$ cat src/hdl/vdpc_pkg.sv
// package: cycle kinds, pin bundles and timing constants for the video dram port controller
package vdpc_pkg;
    localparam int ROW_W = 9;
    localparam int COL_W = 9;
    localparam int DATA_W = 8;
    localparam int ROW_COUNT = 512;
    // refresh interval in ns and per-row spacing in clock cycles
    localparam real REFRESH_INTERVAL_NS = 16.7e6;
    localparam real CLK_PERIOD_NS = 25.0;
    localparam int REFRESH_SPACING_CYC = int'($floor(REFRESH_INTERVAL_NS / ROW_COUNT / CLK_PERIOD_NS));
    // last phase count of a strobe step (each pin step holds PHASE_CYC + 1 = 3 clock cycles)
    localparam logic [3:0] PHASE_CYC = 4'h2;
    localparam logic [3:0] PHASE_RESET = 4'h0;
    localparam logic [15:0] REFRESH_CNT_RESET = 16'h0000;

    typedef enum logic [2:0] {
        VDPC_CMD_READ = 3'b000,
        VDPC_CMD_WRITE = 3'b001,
        VDPC_CMD_MASKED_WRITE = 3'b010,
        VDPC_CMD_READ_XFER = 3'b011,
        VDPC_CMD_WRITE_XFER = 3'b100,
        VDPC_CMD_RAS_REFRESH = 3'b101,
        VDPC_CMD_CBR_REFRESH = 3'b110
    } vdpc_cmd_t;

    typedef enum logic [1:0] {
        VDPC_CBR_NO_RESET = 2'b00,
        VDPC_CBR_RESET_STOP_ADDRESS = 2'b01,
        VDPC_CBR_RESET_ALL = 2'b10
    } vdpc_cbr_t;

    // user request bundle
    typedef struct packed {
        vdpc_cmd_t cmd;
        vdpc_cbr_t cbr;
        logic late_write;
        logic block_write;
        logic split;
        logic [ROW_W-1:0] row;
        logic [COL_W-1:0] col;
        logic [DATA_W-1:0] wdata;
        logic [DATA_W-1:0] mask;
    } vdpc_req_t;

    // random port pin bundle driven toward the memory
    typedef struct packed {
        logic ras_n;
        logic cas_n;
        logic transfer_output_enable;
        logic mask_write_enable;
        logic special_function_select;
        logic serial_port_enable_n;
        logic [ROW_W-1:0] multiplexed_address;
    } vdpc_pins_t;
endpackage : vdpc_pkg

$ cat src/hdl/vdpc_ctrl.sv
// module: host controller that sequences the random port of a dual-port video dram
`timescale 1ns/10ps
`default_nettype none

// Operation
// (RULE1) tr low at ras fall starts transfer
// (RULE2) device drives data only when oe low
// (RULE3) mask enable low at ras fall: masked
// (RULE4) write enable high reads, low writes
// (RULE5) serial enable gates serial buffers only
// (RULE6) nine row then nine column bits latched
// (RULE7) dsf at cas fall picks block write
// (RULE8) transfer: row at ras, tap at cas
// (RULE9) split flag shows serial buffer half
// (RULE10) all 512 rows refreshed every 16.7ms
// (RULE11) cbr refresh uses internal row counter
// (RULE12) three cbr variants chosen by we, dsf
// (RULE13) ras-only refresh needs host row address
// (RULE14) ras toggle with cas low hides refresh
// (RULE15) every access also refreshes its row
// (RULE16) tr high at ras fall for accesses
// (RULE17) read: we high, oe low after ras
// (RULE18) we high at ras fall unless masked
// (RULE19) we low before cas: early write
// (RULE20) nothing starts while ras stays high
// (RULE21) read data held while ras, oe low
// (RULE22) outputs off after later strobe rise
// (RULE23) dsf low cbr resets all modes
// (RULE24) dsf high at cas fall: block write
// (RULE25) no device drive during write cycles
module vdpc_ctrl (
    input wire logic clk,
    input wire logic srst,
    input wire logic req_valid,
    output logic req_ready,
    input wire vdpc_pkg::vdpc_req_t req,
    output logic rdata_valid,
    output logic [vdpc_pkg::DATA_W-1:0] rdata,
    output logic refresh_due,
    input wire logic serial_enable_req,
    output vdpc_pkg::vdpc_pins_t pins,
    input wire logic [vdpc_pkg::DATA_W-1:0] random_data_in,
    output logic [vdpc_pkg::DATA_W-1:0] random_data_out,
    output logic random_data_oe,
    input wire logic split_half_flag,
    output logic split_half
);
    // ------------------------------------------------------------
    // sequencer states
    // ------------------------------------------------------------
    typedef enum logic [3:0] {
        VDPC_IDLE = 4'b0000,
        VDPC_SETUP = 4'b0001,
        VDPC_RAS = 4'b0010,
        VDPC_CAS = 4'b0011,
        VDPC_LATE_WE = 4'b0100,
        VDPC_SAMPLE = 4'b0101,
        VDPC_RELEASE = 4'b0110,
        VDPC_PRECHARGE = 4'b0111,
        VDPC_CBR_CAS = 4'b1000,
        VDPC_CBR_RAS = 4'b1001
    } vdpc_state_t;

    vdpc_state_t state;
    vdpc_state_t next_state;
    vdpc_pkg::vdpc_req_t cur;
    logic [3:0] phase;
    logic phase_done;
    logic [15:0] refresh_cnt;

    // decode: cycles where the host drives the data pins
    function automatic logic is_write(input vdpc_pkg::vdpc_cmd_t c);
        is_write = (c == vdpc_pkg::VDPC_CMD_WRITE) || (c == vdpc_pkg::VDPC_CMD_MASKED_WRITE);
    endfunction : is_write

    // decode: transfer cycles
    function automatic logic is_xfer(input vdpc_pkg::vdpc_cmd_t c);
        is_xfer = (c == vdpc_pkg::VDPC_CMD_READ_XFER) || (c == vdpc_pkg::VDPC_CMD_WRITE_XFER);
    endfunction : is_xfer

    assign phase_done = (phase == vdpc_pkg::PHASE_CYC);
    assign req_ready = (state == VDPC_IDLE);

    // ------------------------------------------------------------
    // phase timer and state register
    // ------------------------------------------------------------
    // each pin step holds for a fixed number of cycles
    always_ff @(posedge clk) begin
        if (srst || phase_done || state == VDPC_IDLE) begin
            phase <= vdpc_pkg::PHASE_RESET;
        end else begin
            phase <= phase + 4'h1;
        end
    end

    always_ff @(posedge clk) begin
        if (srst) begin
            state <= VDPC_IDLE;
        end else begin
            state <= next_state;
        end
    end

    // request capture
    always_ff @(posedge clk) begin
        if (srst) begin
            cur <= '0;
        end else if (req_valid && req_ready) begin
            cur <= req;
        end
    end

    // next state
    always_comb begin
        next_state = state;
        unique case (state)
            VDPC_IDLE: begin
                if (req_valid) begin
                    next_state = VDPC_SETUP;
                end
            end
            VDPC_SETUP: begin
                if (phase_done) begin
                    // cas before ras for refresh without address
                    next_state = (cur.cmd == vdpc_pkg::VDPC_CMD_CBR_REFRESH) ?
                        VDPC_CBR_CAS : VDPC_RAS; // RULE11
                end
            end
            VDPC_RAS: begin
                if (phase_done) begin
                    next_state = (cur.cmd == vdpc_pkg::VDPC_CMD_RAS_REFRESH) ?
                        VDPC_RELEASE : VDPC_CAS; // RULE13
                end
            end
            VDPC_CAS: begin
                if (phase_done) begin
                    next_state = (is_write(cur.cmd) && cur.late_write) ?
                        VDPC_LATE_WE : VDPC_SAMPLE; // RULE19
                end
            end
            // fixed-length steps simply advance when their phase ends
            VDPC_LATE_WE: if (phase_done) next_state = VDPC_SAMPLE;
            VDPC_SAMPLE: if (phase_done) next_state = VDPC_RELEASE;
            VDPC_CBR_CAS: if (phase_done) next_state = VDPC_CBR_RAS;
            VDPC_CBR_RAS: if (phase_done) next_state = VDPC_RELEASE;
            VDPC_RELEASE: if (phase_done) next_state = VDPC_PRECHARGE;
            VDPC_PRECHARGE: if (phase_done) next_state = VDPC_IDLE;
            default: next_state = VDPC_IDLE;
        endcase
    end

    // ------------------------------------------------------------
    // pin drive
    // ------------------------------------------------------------
    // strobes and control levels are registered per state
    always_ff @(posedge clk) begin
        if (srst) begin
            pins <= '{ras_n: 1'b1, cas_n: 1'b1, transfer_output_enable: 1'b1,
                       mask_write_enable: 1'b1, special_function_select: 1'b0,
                       serial_port_enable_n: 1'b1, multiplexed_address: '0};
        end else begin
            pins.serial_port_enable_n <= ~serial_enable_req; // RULE5
            unique case (next_state)
                VDPC_SETUP: begin
                    pins.ras_n <= 1'b1;
                    pins.cas_n <= 1'b1;
                    pins.multiplexed_address <= cur.row; // RULE6 RULE13
                    pins.transfer_output_enable <= ~is_xfer(cur.cmd); // RULE1 RULE16
                    pins.mask_write_enable <= ~((cur.cmd == vdpc_pkg::VDPC_CMD_MASKED_WRITE) ||
                        (cur.cmd == vdpc_pkg::VDPC_CMD_WRITE_XFER)); // RULE3 RULE4 RULE18
                    pins.special_function_select <= cur.split && is_xfer(cur.cmd);
                end
                VDPC_RAS: begin
                    pins.ras_n <= 1'b0; // RULE20
                    // column, block select and early we settle after the row fall, before cas
                    if (state == VDPC_RAS) begin
                        pins.multiplexed_address <= cur.col; // RULE6 RULE8
                        pins.special_function_select <=
                            cur.block_write && is_write(cur.cmd); // RULE24 RULE7
                        pins.mask_write_enable <=
                            !(is_write(cur.cmd) && !cur.late_write); // RULE19 RULE17
                    end
                end
                VDPC_CAS: begin
                    pins.cas_n <= 1'b0;
                end
                VDPC_LATE_WE: begin
                    pins.mask_write_enable <= 1'b0; // RULE19
                end
                VDPC_SAMPLE: begin
                    // read output enable only after ras fell
                    pins.transfer_output_enable <= is_write(cur.cmd) || is_xfer(cur.cmd); // RULE17 RULE2 RULE25
                end
                VDPC_CBR_CAS: begin
                    pins.cas_n <= 1'b0;
                    pins.mask_write_enable <= (cur.cbr != vdpc_pkg::VDPC_CBR_RESET_STOP_ADDRESS); // RULE12
                    pins.special_function_select <= (cur.cbr != vdpc_pkg::VDPC_CBR_RESET_ALL); // RULE23
                end
                VDPC_CBR_RAS: begin
                    pins.ras_n <= 1'b0; // RULE14
                end
                VDPC_RELEASE: begin
                    pins.ras_n <= 1'b1;
                    pins.cas_n <= 1'b1;
                    pins.transfer_output_enable <= 1'b1; // RULE22
                    pins.mask_write_enable <= 1'b1;
                end
                default: begin
                end
            endcase
        end
    end

    // write data drive and host data drive enable
    always_ff @(posedge clk) begin
        if (srst) begin
            random_data_out <= '0;
            random_data_oe <= 1'b0;
        end else begin
            // mask set up during setup and held across the row strobe fall
            random_data_out <= (state == VDPC_SETUP &&
                cur.cmd == vdpc_pkg::VDPC_CMD_MASKED_WRITE) ? cur.mask : cur.wdata; // RULE3
            random_data_oe <= is_write(cur.cmd) && (state == VDPC_SETUP ||
                next_state == VDPC_RAS || next_state == VDPC_CAS ||
                next_state == VDPC_LATE_WE || next_state == VDPC_SAMPLE); // RULE25
        end
    end

    // data sampled at end of oe window while ras still low
    always_ff @(posedge clk) begin
        if (srst) begin
            rdata <= '0;
            rdata_valid <= 1'b0;
        end else begin
            rdata_valid <= 1'b0;
            if (state == VDPC_SAMPLE && phase_done && cur.cmd == vdpc_pkg::VDPC_CMD_READ) begin
                rdata <= random_data_in; // RULE21
                rdata_valid <= 1'b1;
            end
        end
    end

    // split flag follows the device pin
    always_ff @(posedge clk) begin
        if (srst) begin
            split_half <= 1'b0;
        end else begin
            split_half <= split_half_flag; // RULE9
        end
    end

    // per-row refresh spacing; any access also refreshes a row
    always_ff @(posedge clk) begin
        if (srst) begin
            refresh_cnt <= vdpc_pkg::REFRESH_CNT_RESET;
            refresh_due <= 1'b0;
        end else if (state == VDPC_RELEASE && phase_done) begin
            refresh_cnt <= vdpc_pkg::REFRESH_CNT_RESET; // RULE15
            refresh_due <= 1'b0;
        end else if (refresh_cnt == 16'(vdpc_pkg::REFRESH_SPACING_CYC)) begin
            refresh_due <= 1'b1; // RULE10
        end else begin
            refresh_cnt <= refresh_cnt + 16'h0001;
        end
    end

    // ------------------------------------------------------------
    // assertions
    // ------------------------------------------------------------
    a_xfer_tr_low: assert property (@(posedge clk) disable iff (srst) // RULE1
        $fell(pins.ras_n) && is_xfer(cur.cmd) && state != VDPC_CBR_RAS |-> !pins.transfer_output_enable)
        else $error("transfer without tr low at ras fall");
    a_access_tr_high: assert property (@(posedge clk) disable iff (srst) // RULE16
        $fell(pins.ras_n) && !is_xfer(cur.cmd) && state == VDPC_RAS |-> pins.transfer_output_enable)
        else $error("access with tr low at ras fall");
    a_oe_after_ras: assert property (@(posedge clk) disable iff (srst) // RULE17
        $fell(pins.transfer_output_enable) && state != VDPC_SETUP |-> !pins.ras_n && !pins.cas_n)
        else $error("output enable before strobes");
    a_unmasked_we_high: assert property (@(posedge clk) disable iff (srst) // RULE18
        $fell(pins.ras_n) && state == VDPC_RAS && cur.cmd == vdpc_pkg::VDPC_CMD_WRITE
        |-> pins.mask_write_enable)
        else $error("unmasked write with we low at ras fall");
    a_no_drive_read: assert property (@(posedge clk) disable iff (srst) // RULE25
        !pins.transfer_output_enable && !pins.ras_n |-> !random_data_oe)
        else $error("host drives data while device output enabled");
    a_cbr_order: assert property (@(posedge clk) disable iff (srst) // RULE11
        $fell(pins.ras_n) && state == VDPC_CBR_RAS |-> !pins.cas_n)
        else $error("cbr without cas low first");
    a_refresh_done: assert property (@(posedge clk) disable iff (srst) // RULE10
        state == VDPC_RELEASE && phase_done |=> refresh_cnt == 16'h0000)
        else $error("refresh spacing not restarted");
    a_release_off: assert property (@(posedge clk) disable iff (srst) // RULE22
        state == VDPC_RELEASE |-> ##1 (pins.ras_n && pins.transfer_output_enable) [*2])
        else $error("strobes not released");
endmodule : vdpc_ctrl
`default_nettype wire

$ cat config.mk
export PLATFORM = sky130hd
export DESIGN_NAME = vdpc_ctrl
export DESIGN_NICKNAME = d
export VERILOG_FILES = /design/src/hdl/vdpc_pkg.sv /design/src/hdl/vdpc_ctrl.sv
export SDC_FILE = /design/constraint.sdc
export NUM_CORES = 1
export LEC_CHECK = 0
export ABC_AREA = 1
export ABC_CLOCK_PERIOD_IN_PS = 3000
export BUFFER_PORTS_ARGS = -buffer_cell sky130_fd_sc_hd__buf_2
export CORE_ASPECT_RATIO = 0.7
export CORE_MARGIN = 4
export CORE_UTILIZATION = 45
export DETAILED_ROUTE_END_ITERATION = 12
export HOLD_SLACK_MARGIN = 0.05
export PLACE_DENSITY = 0.72
export SYNTH_ARGS = -nofsm -noshare
export SYNTH_HDL_FRONTEND = slang
export SYNTH_SLANG_ARGS = --single-unit
$ cat constraint.sdc
create_clock -name clk -period 3 [get_ports clk]
set_input_delay 0 -clock clk [delete_from_list [all_inputs] [get_ports clk]]
set_output_delay 0 -clock clk [all_outputs]
set_load 0.1 [all_outputs]
Word level (Yosys, flattened, before mapping)
Cells that the tools add are included.
{"block": "op_classes", "n_eq_ne": 28, "n_mux": 23, "reduce_logical": 38, "bitwise": 3, "add_sub_neg": 2}
{"operator": "4-bit two-way mux", "n": 10}
{"operator": "4-bit one-hot mux with 9 select lines", "n": 1}
{"operator": "4-bit by 3-bit == test with 1-bit output, second input constant", "n": 7}
{"operator": "4-bit by 2-bit == test with 1-bit output, second input constant", "n": 5}
{"operator": "9-bit one-hot mux with 2 select lines", "n": 1}
{"operator": "16-bit by 1-bit adder with 16-bit output, second input constant", "n": 1}
{"operator": "16-bit by 11-bit == test with 1-bit output, second input constant", "n": 1}
{"operator": "4-bit == test, second input constant", "n": 4}
{"operator": "1-bit logical AND", "n": 10}
{"operator": "1-bit logical OR", "n": 10}
{"operator": "2-bit OR reduction", "n": 5}
{"operator": "3-bit == test, second input constant", "n": 3}
{"operator": "9-bit two-way mux", "n": 1}
{"operator": "4-bit by 1-bit == test with 1-bit output, second input constant", "n": 2}
{"operator": "8-bit two-way mux", "n": 1}
{"operator": "3-bit by 2-bit == test with 1-bit output, second input constant", "n": 2}
{"operator": "1-bit one-hot mux with 3 select lines", "n": 2}
{"operator": "2-bit AND reduction", "n": 3}
{"operator": "2-bit nonzero test", "n": 3}
{"operator": "3-bit nonzero test", "n": 2}
{"operator": "1-bit one-hot mux with 5 select lines", "n": 1}
{"operator": "5-bit nonzero test", "n": 1}
{"operator": "4-bit by 1-bit adder with 4-bit output, second input constant", "n": 1}
{"operator": "4-bit zero test", "n": 1}
{"operator": "other kinds (10)", "n": 16}
{"block": "totals", "register_bits": 101, "elab_cells": 119, "output_inout_bits": 36, "in_bits": 55}

Longest topological paths before layout
{"block": "depth", "ltp_word": 12, "mapped_depth": 18, "depth_no_buf": 17}

Worst setup path after synthesis
OpenSTA, ideal clock, no wires.
{"block": "synth_timing", "path_type": "register to register", "start": "register state[0]", "end": "register pins[0] (netlist name)", "path_stages_with_launch": 13, "setup_slack_ns": 0.800, "path_buffers": 0, "t_required_ns": 2.882, "setup_time_ns": 0.118, "arrival_time_ns": 2.082, "synth_period_minus_slack_ns": 2.200, "path_cell_list": "dfxtp_1 > nor2_1 > inv_2 > nor2_4 > nand2_2 > nand3_2 > nor2_4 > nor2_1 > nand2_1 > o21ai_4 > inv_2 > nor2_1 > nor2_1"}
{"block": "synth_between", "word_cells_on_any_way": 27, "cone_classes": "eq/ne: 12; mux: 11; reduce/logical: 4"}
{"item": "start: declaration", "line_no": "vdpc_ctrl.sv:64", "rtl": "vdpc_state_t state;"}
{"item": "start signal: assignment", "line_no": "vdpc_ctrl.sv:100", "rtl": "state <= next_state;"}
{"item": "4-bit zero test (*)"}
{"item": "named net req_ready", "line_no": "vdpc_ctrl.sv:35", "rtl": "output logic req_ready,"}
{"item": "4-bit one-hot mux with 9 select lines (*)", "line_no": "vdpc_ctrl.sv:116", "rtl": "unique case (state)"}
{"item": "4-bit by 2-bit == test with 1-bit output or 4-bit by 1-bit == test with 1-bit output (tied branches)", "line_no": "vdpc_ctrl.sv:163", "rtl": "unique case (next_state)"}
{"item": "2-bit != test (no source line) or 2-bit nonzero test (tied branches)"}
{"item": "2-bit AND reduction (no source line)"}
{"item": "end signal: assignment", "line_no": "vdpc_ctrl.sv:158", "rtl": "pins <= '{ras_n: 1'b1, cas_n: 1'b1, transfer_output_enable: 1'b1,"}
{"item": "end: declaration", "line_no": "vdpc_ctrl.sv:41", "rtl": "output vdpc_pkg::vdpc_pins_t pins,"}
Mark *: on every way through the listed nets, which the timed path passes. The rest lies on a longest branch.
A chain may end at the register's enable or synchronous reset.

Final worst setup path
{"block": "layout_timing", "start": "register phase[0]", "end": "register pins[5] (netlist name)"}
{"block": "layout_between", "elab_chain_len": 6, "word_cells_on_any_way": 16, "cone_classes": "eq/ne: 4; mux: 10; reduce/logical: 2"}
{"item": "start: declaration", "line_no": "vdpc_ctrl.sv:67", "rtl": "logic [3:0] phase;"}
{"item": "start signal: assignment", "line_no": "vdpc_ctrl.sv:90", "rtl": "phase <= vdpc_pkg::PHASE_RESET;"}
{"item": "start signal: assignment", "line_no": "vdpc_ctrl.sv:92", "rtl": "phase <= phase + 4'h1;"}
{"item": "4-bit by 2-bit == test with 1-bit output (*)", "line_no": "vdpc_ctrl.sv:81", "rtl": "assign phase_done = (phase == vdpc_pkg::PHASE_CYC);"}
{"item": "4-bit two-way mux, or another cell as far along", "line_no": "vdpc_ctrl.sv:147", "rtl": "VDPC_PRECHARGE: if (phase_done) next_state = VDPC_IDLE;"}
{"item": "4-bit one-hot mux with 9 select lines (*)", "line_no": "vdpc_ctrl.sv:116"}
{"item": "4-bit by 2-bit == test with 1-bit output or 4-bit by 1-bit == test with 1-bit output (tied branches)", "line_no": "vdpc_ctrl.sv:163"}
{"item": "2-bit != test (no source line) or 2-bit nonzero test (tied branches)"}
{"item": "2-bit AND reduction (no source line)"}
Mark *: on every way between the ends. The rest lies on a longest branch, timed or not.

==> flow_summary_export.csv <==
group,metric,value,unit
timing,final.setup.tns,0,ns
floorplan,io_pins,91,
pwr,irDropWorstVdd,0.377,mV
clock_network,htreeDepth,3,
placement,dp_cells,811,
clock_network,clk_pin_slew,0.07,ns
pwr,seqPwrFrac,45.6,%
synth,synth_area,4370,sq um
placement,hpwlAfterDp,8470,um
synth,syn_nets,673,
floorplan,dieHeight,90.5,um
critical_path,rrSetupSlack,0.50,ns
detailed_routing,dr.pass1.iters,5,
synth,synth.most_common_cell,"nand2_1",
layout,syn2layout_area_growth,31.0,%
critical_path,r2r-end,"pins[5]$_SDFFE_PP0P_",
synth,syn_avg_cell_area,7.12,sq um
clock_network,cts_root_buffer,"clkbuf_16",
critical_path,worstRegToRegCells,15,
clock_network,postCtsResizedCells,0,
timing,setup-violations-final,0,
run_status,status,"finished, final reports clean",
pwr,power_density,560,nW/um^2
synth,synth_flop_cell,"dfxtp_1",
global_route,antenna_found_initial,1,
pwr,finalPower,3.21,mW
timing,post-route-period-util,83.4,%
critical_path,cp-end-kind,"register",
synth,yosysWarnings,0,
pwr,switchingPower,1.02,mW
synth,synth_area_leaders,"dfxtp_1 46%, nand2_1 11%, a21oi_1 8.0%",
clock_network,tritoncts,"yes",
timing,grt_setup_unrepaired,"no",
floorplan,initial_utilization,47.2,%
floorplan,die_w,126,um
layout,final_core_util,61.9,%
clock_network,clk_latency,0.35,ns
synth,synth_top_area_share,46.3,%
detailed_routing,wl_per_cell,14.1,um
detailed_routing,dr_total_vias,4411,
clock_network,postCtsSetupBuffers,0,
placement,io_buffers,90,
synth,synth_top_area_cell,"dfxtp_1",
detailed_routing,wl,12400,um
layout,multi_input_area,1940,sq um
global_route,first_global_vias,4163,
layout,fin_nets,809,
clock_network,hold_buffers,52,
synth,synth.distinct_cells,35,
placement,gp_congestion,0.886,
synth,async_flop_share,0,%
pwr,leakage,2.59,nW
pwr,clkPwrFrac,35.3,%
min_path,worstHoldPathType,"input pin to register",
layout,drive_gt1_share,18.4,%
timing,clock.fmax,0.400,GHz
timing,tightest_slew,0.636,ns
synth,synth_cells,614,
clock_network,cts_buffer_depth,2,
timing,clock_skew,0.00687,ns
timing,hold_violations,0,
critical_path,r2r-start,"phase[0]$_SDFF_PP0_",
run,cap_viol_max_count,0,
critical_path,timing.critical_path.to,"pins[5]$_SDFFE_PP0P_",
synth,synth-edff-count,0,
global_route,grt_pass1_wl,20300,um
timing,whs,0.111,ns
detailed_routing,viasPerCell,5.01,
pwr,comb_power_share,19.1,%
critical_path,critPathRequiredTime,3.24,ns
layout,fill_cells,801,
synth,ys_top_cells_by_count,"130 x nand2_1, 101 x dfxtp_1, 75 x inv_1",
synth,ys_ff_latch,101,
timing,period_minus_slack,2.50,ns
global_route,grt_max_degree,66,
critical_path,crit_fanout,10,
floorplan,std_cell_rows,29,
pwr,p_sw_share,31.6,%
critical_path,critPathLaunch,"phase[0]$_SDFF_PP0_",
synth,synth_seq_area_share,46.3,%
critical_path,path_class,"register to register",
clock_network,cts.sinks,101,
floorplan,die_area,11400,sq um
layout,fin_cells,880,
timing,slew_headroom,57.6,%
detailed_routing,ant_nets,0,
global_route,grt-ovfl-total,0,
detailed_routing,remaining_drc_errors,0,
timing,finalMaxSlewViolations,0,
clock_network,cts_made_buffers,9,
layout,ff_latch_area,2020,sq um
global_route,grt_use_total,21.8,%
detailed_routing,drtIter0Drc,338,
pwr,p_int,2.19,mW
floorplan,core,9250,sq um
critical_path,cp.arrival,2.74,ns
critical_path,cp-start-kind,"register",
[per-stage QoR]
step | setup WS (ns) | cell area [sq um]
2_1_floorplan | 0.800 | 4370
3_3_place_gp | 0.659 | 4910
3_5_place_dp | 0.608 | 4910
4_1_cts | 0.567 | 5730
5_1_grt | 0.319 | 5730
6_report | 0.499 | 5730
[registers in the layout, summed over array words and instances, names as in the netlist]
name and cells:
cur 42, refresh_cnt 16, pins 15, random_data_out 8, rdata 8, phase 4
state 4, random_data_oe 1, rdata_valid 1, refresh_due 1, split_half 1
[worst max-delay path: stages, from the launching register on]
cell     delay, ns
dfxtp_1       0.34
inv_1         0.06
ha_1          0.17
nand2_1       0.06
nor2_1        0.30
nand2_1       0.15
nand2_1       0.08
nand2_1       0.05
nand2_1       0.07
nand2_2       0.09
nor2_1        0.28
nand2_1       0.22
o21ai_4       0.18
inv_2         0.15
nor2_1        0.13
nor2_1        0.06
[placed cells by master, fill, tap and decap left out, types with 2 or more instances in the layout]
cell type      netlist  routed
inv_6                0       3
nand2_4              2       2
o21a_1               2       2
nor3_1              12      12
nand4_1              8       8
inv_1               75      75
a21oi_1             70      70
ha_1                 4       4
nand2_2              7       7
o21ai_0             60      60
xor2_1               2       2
nor2_1              71      71
nand3_1             16      16
clkbuf_16            0       9
dfxtp_1            101     101
nand2_1            130     130
nor4_1               2       2
nor2_2               5       5
o21ai_1              3       3
buf_2                2      90
inv_2                6       6
nand3_2              2       2
buf_4                0       5
dlygate4sd3_1        0      52
nor2_4               3       3
[how the worst min path moves through the flow]
| stage | from | endpoint | slack, ns | cells past startpoint |
|---|---|---|---|---|
| after floorplan | serial_enable_req | pins[9]$_SDFF_PP1_ | 0.07 | 1 |
| after global placement | serial_enable_req | pins[9]$_SDFF_PP1_ | 0.17 | 2 |
| after detailed placement | serial_enable_req | pins[9]$_SDFF_PP1_ | 0.18 | 2 |
| after CTS | req_valid | state[0]$_SDFF_PP0_ | 0.10 | 5 |
| after global routing | req_valid | state[0]$_SDFF_PP0_ | 0.14 | 5 |
| final | req_valid | state[0]$_SDFF_PP0_ | 0.11 | 5 |
[metal layers]
layer	global-route usage, %	part of all wire (%)	vias to the layer above
li1	-	-	2240
met2	33.2	43	177
met5	0	0	-
met3	7.45	8.6	21
met4	7.32	1.6	0
met1	29.1	47	1973
[power groups by stage]
stage          combinational [mW]  sequential (mW)  clock (mW)
3_3_place_gp                0.545             1.49           0
4_1_cts                     0.606             1.46        1.15
2_1_floorplan               0.219             1.69           0
5_1_grt                     0.660             1.47        1.20
6_report                    0.613             1.46        1.13
3_5_place_dp                0.553             1.49           0
[final cells by class]
cell class              instances  share of cell area, %
clock inverters                 6                  0.896
multi-input cells             409                   33.9
flip-flops and latches        101                   35.3
repair buffers                147                   17.6
well taps                     124                   2.71
diodes                          1                 0.0437
inverters                      82                   5.37
clock buffers                  10                   4.17
[logic make-up after synthesis]
| family | share of synthesized area (%) |
|---|---|
| buf+inv | 9.33 |
| simple gates | 26.0 |
| fa+ha+maj | 1.14 |
| compound gates | 16.7 |
| xor+xnor | 0.601 |
| flops | 46.3 |
Note: power is estimated with default switching activity, not from simulation.
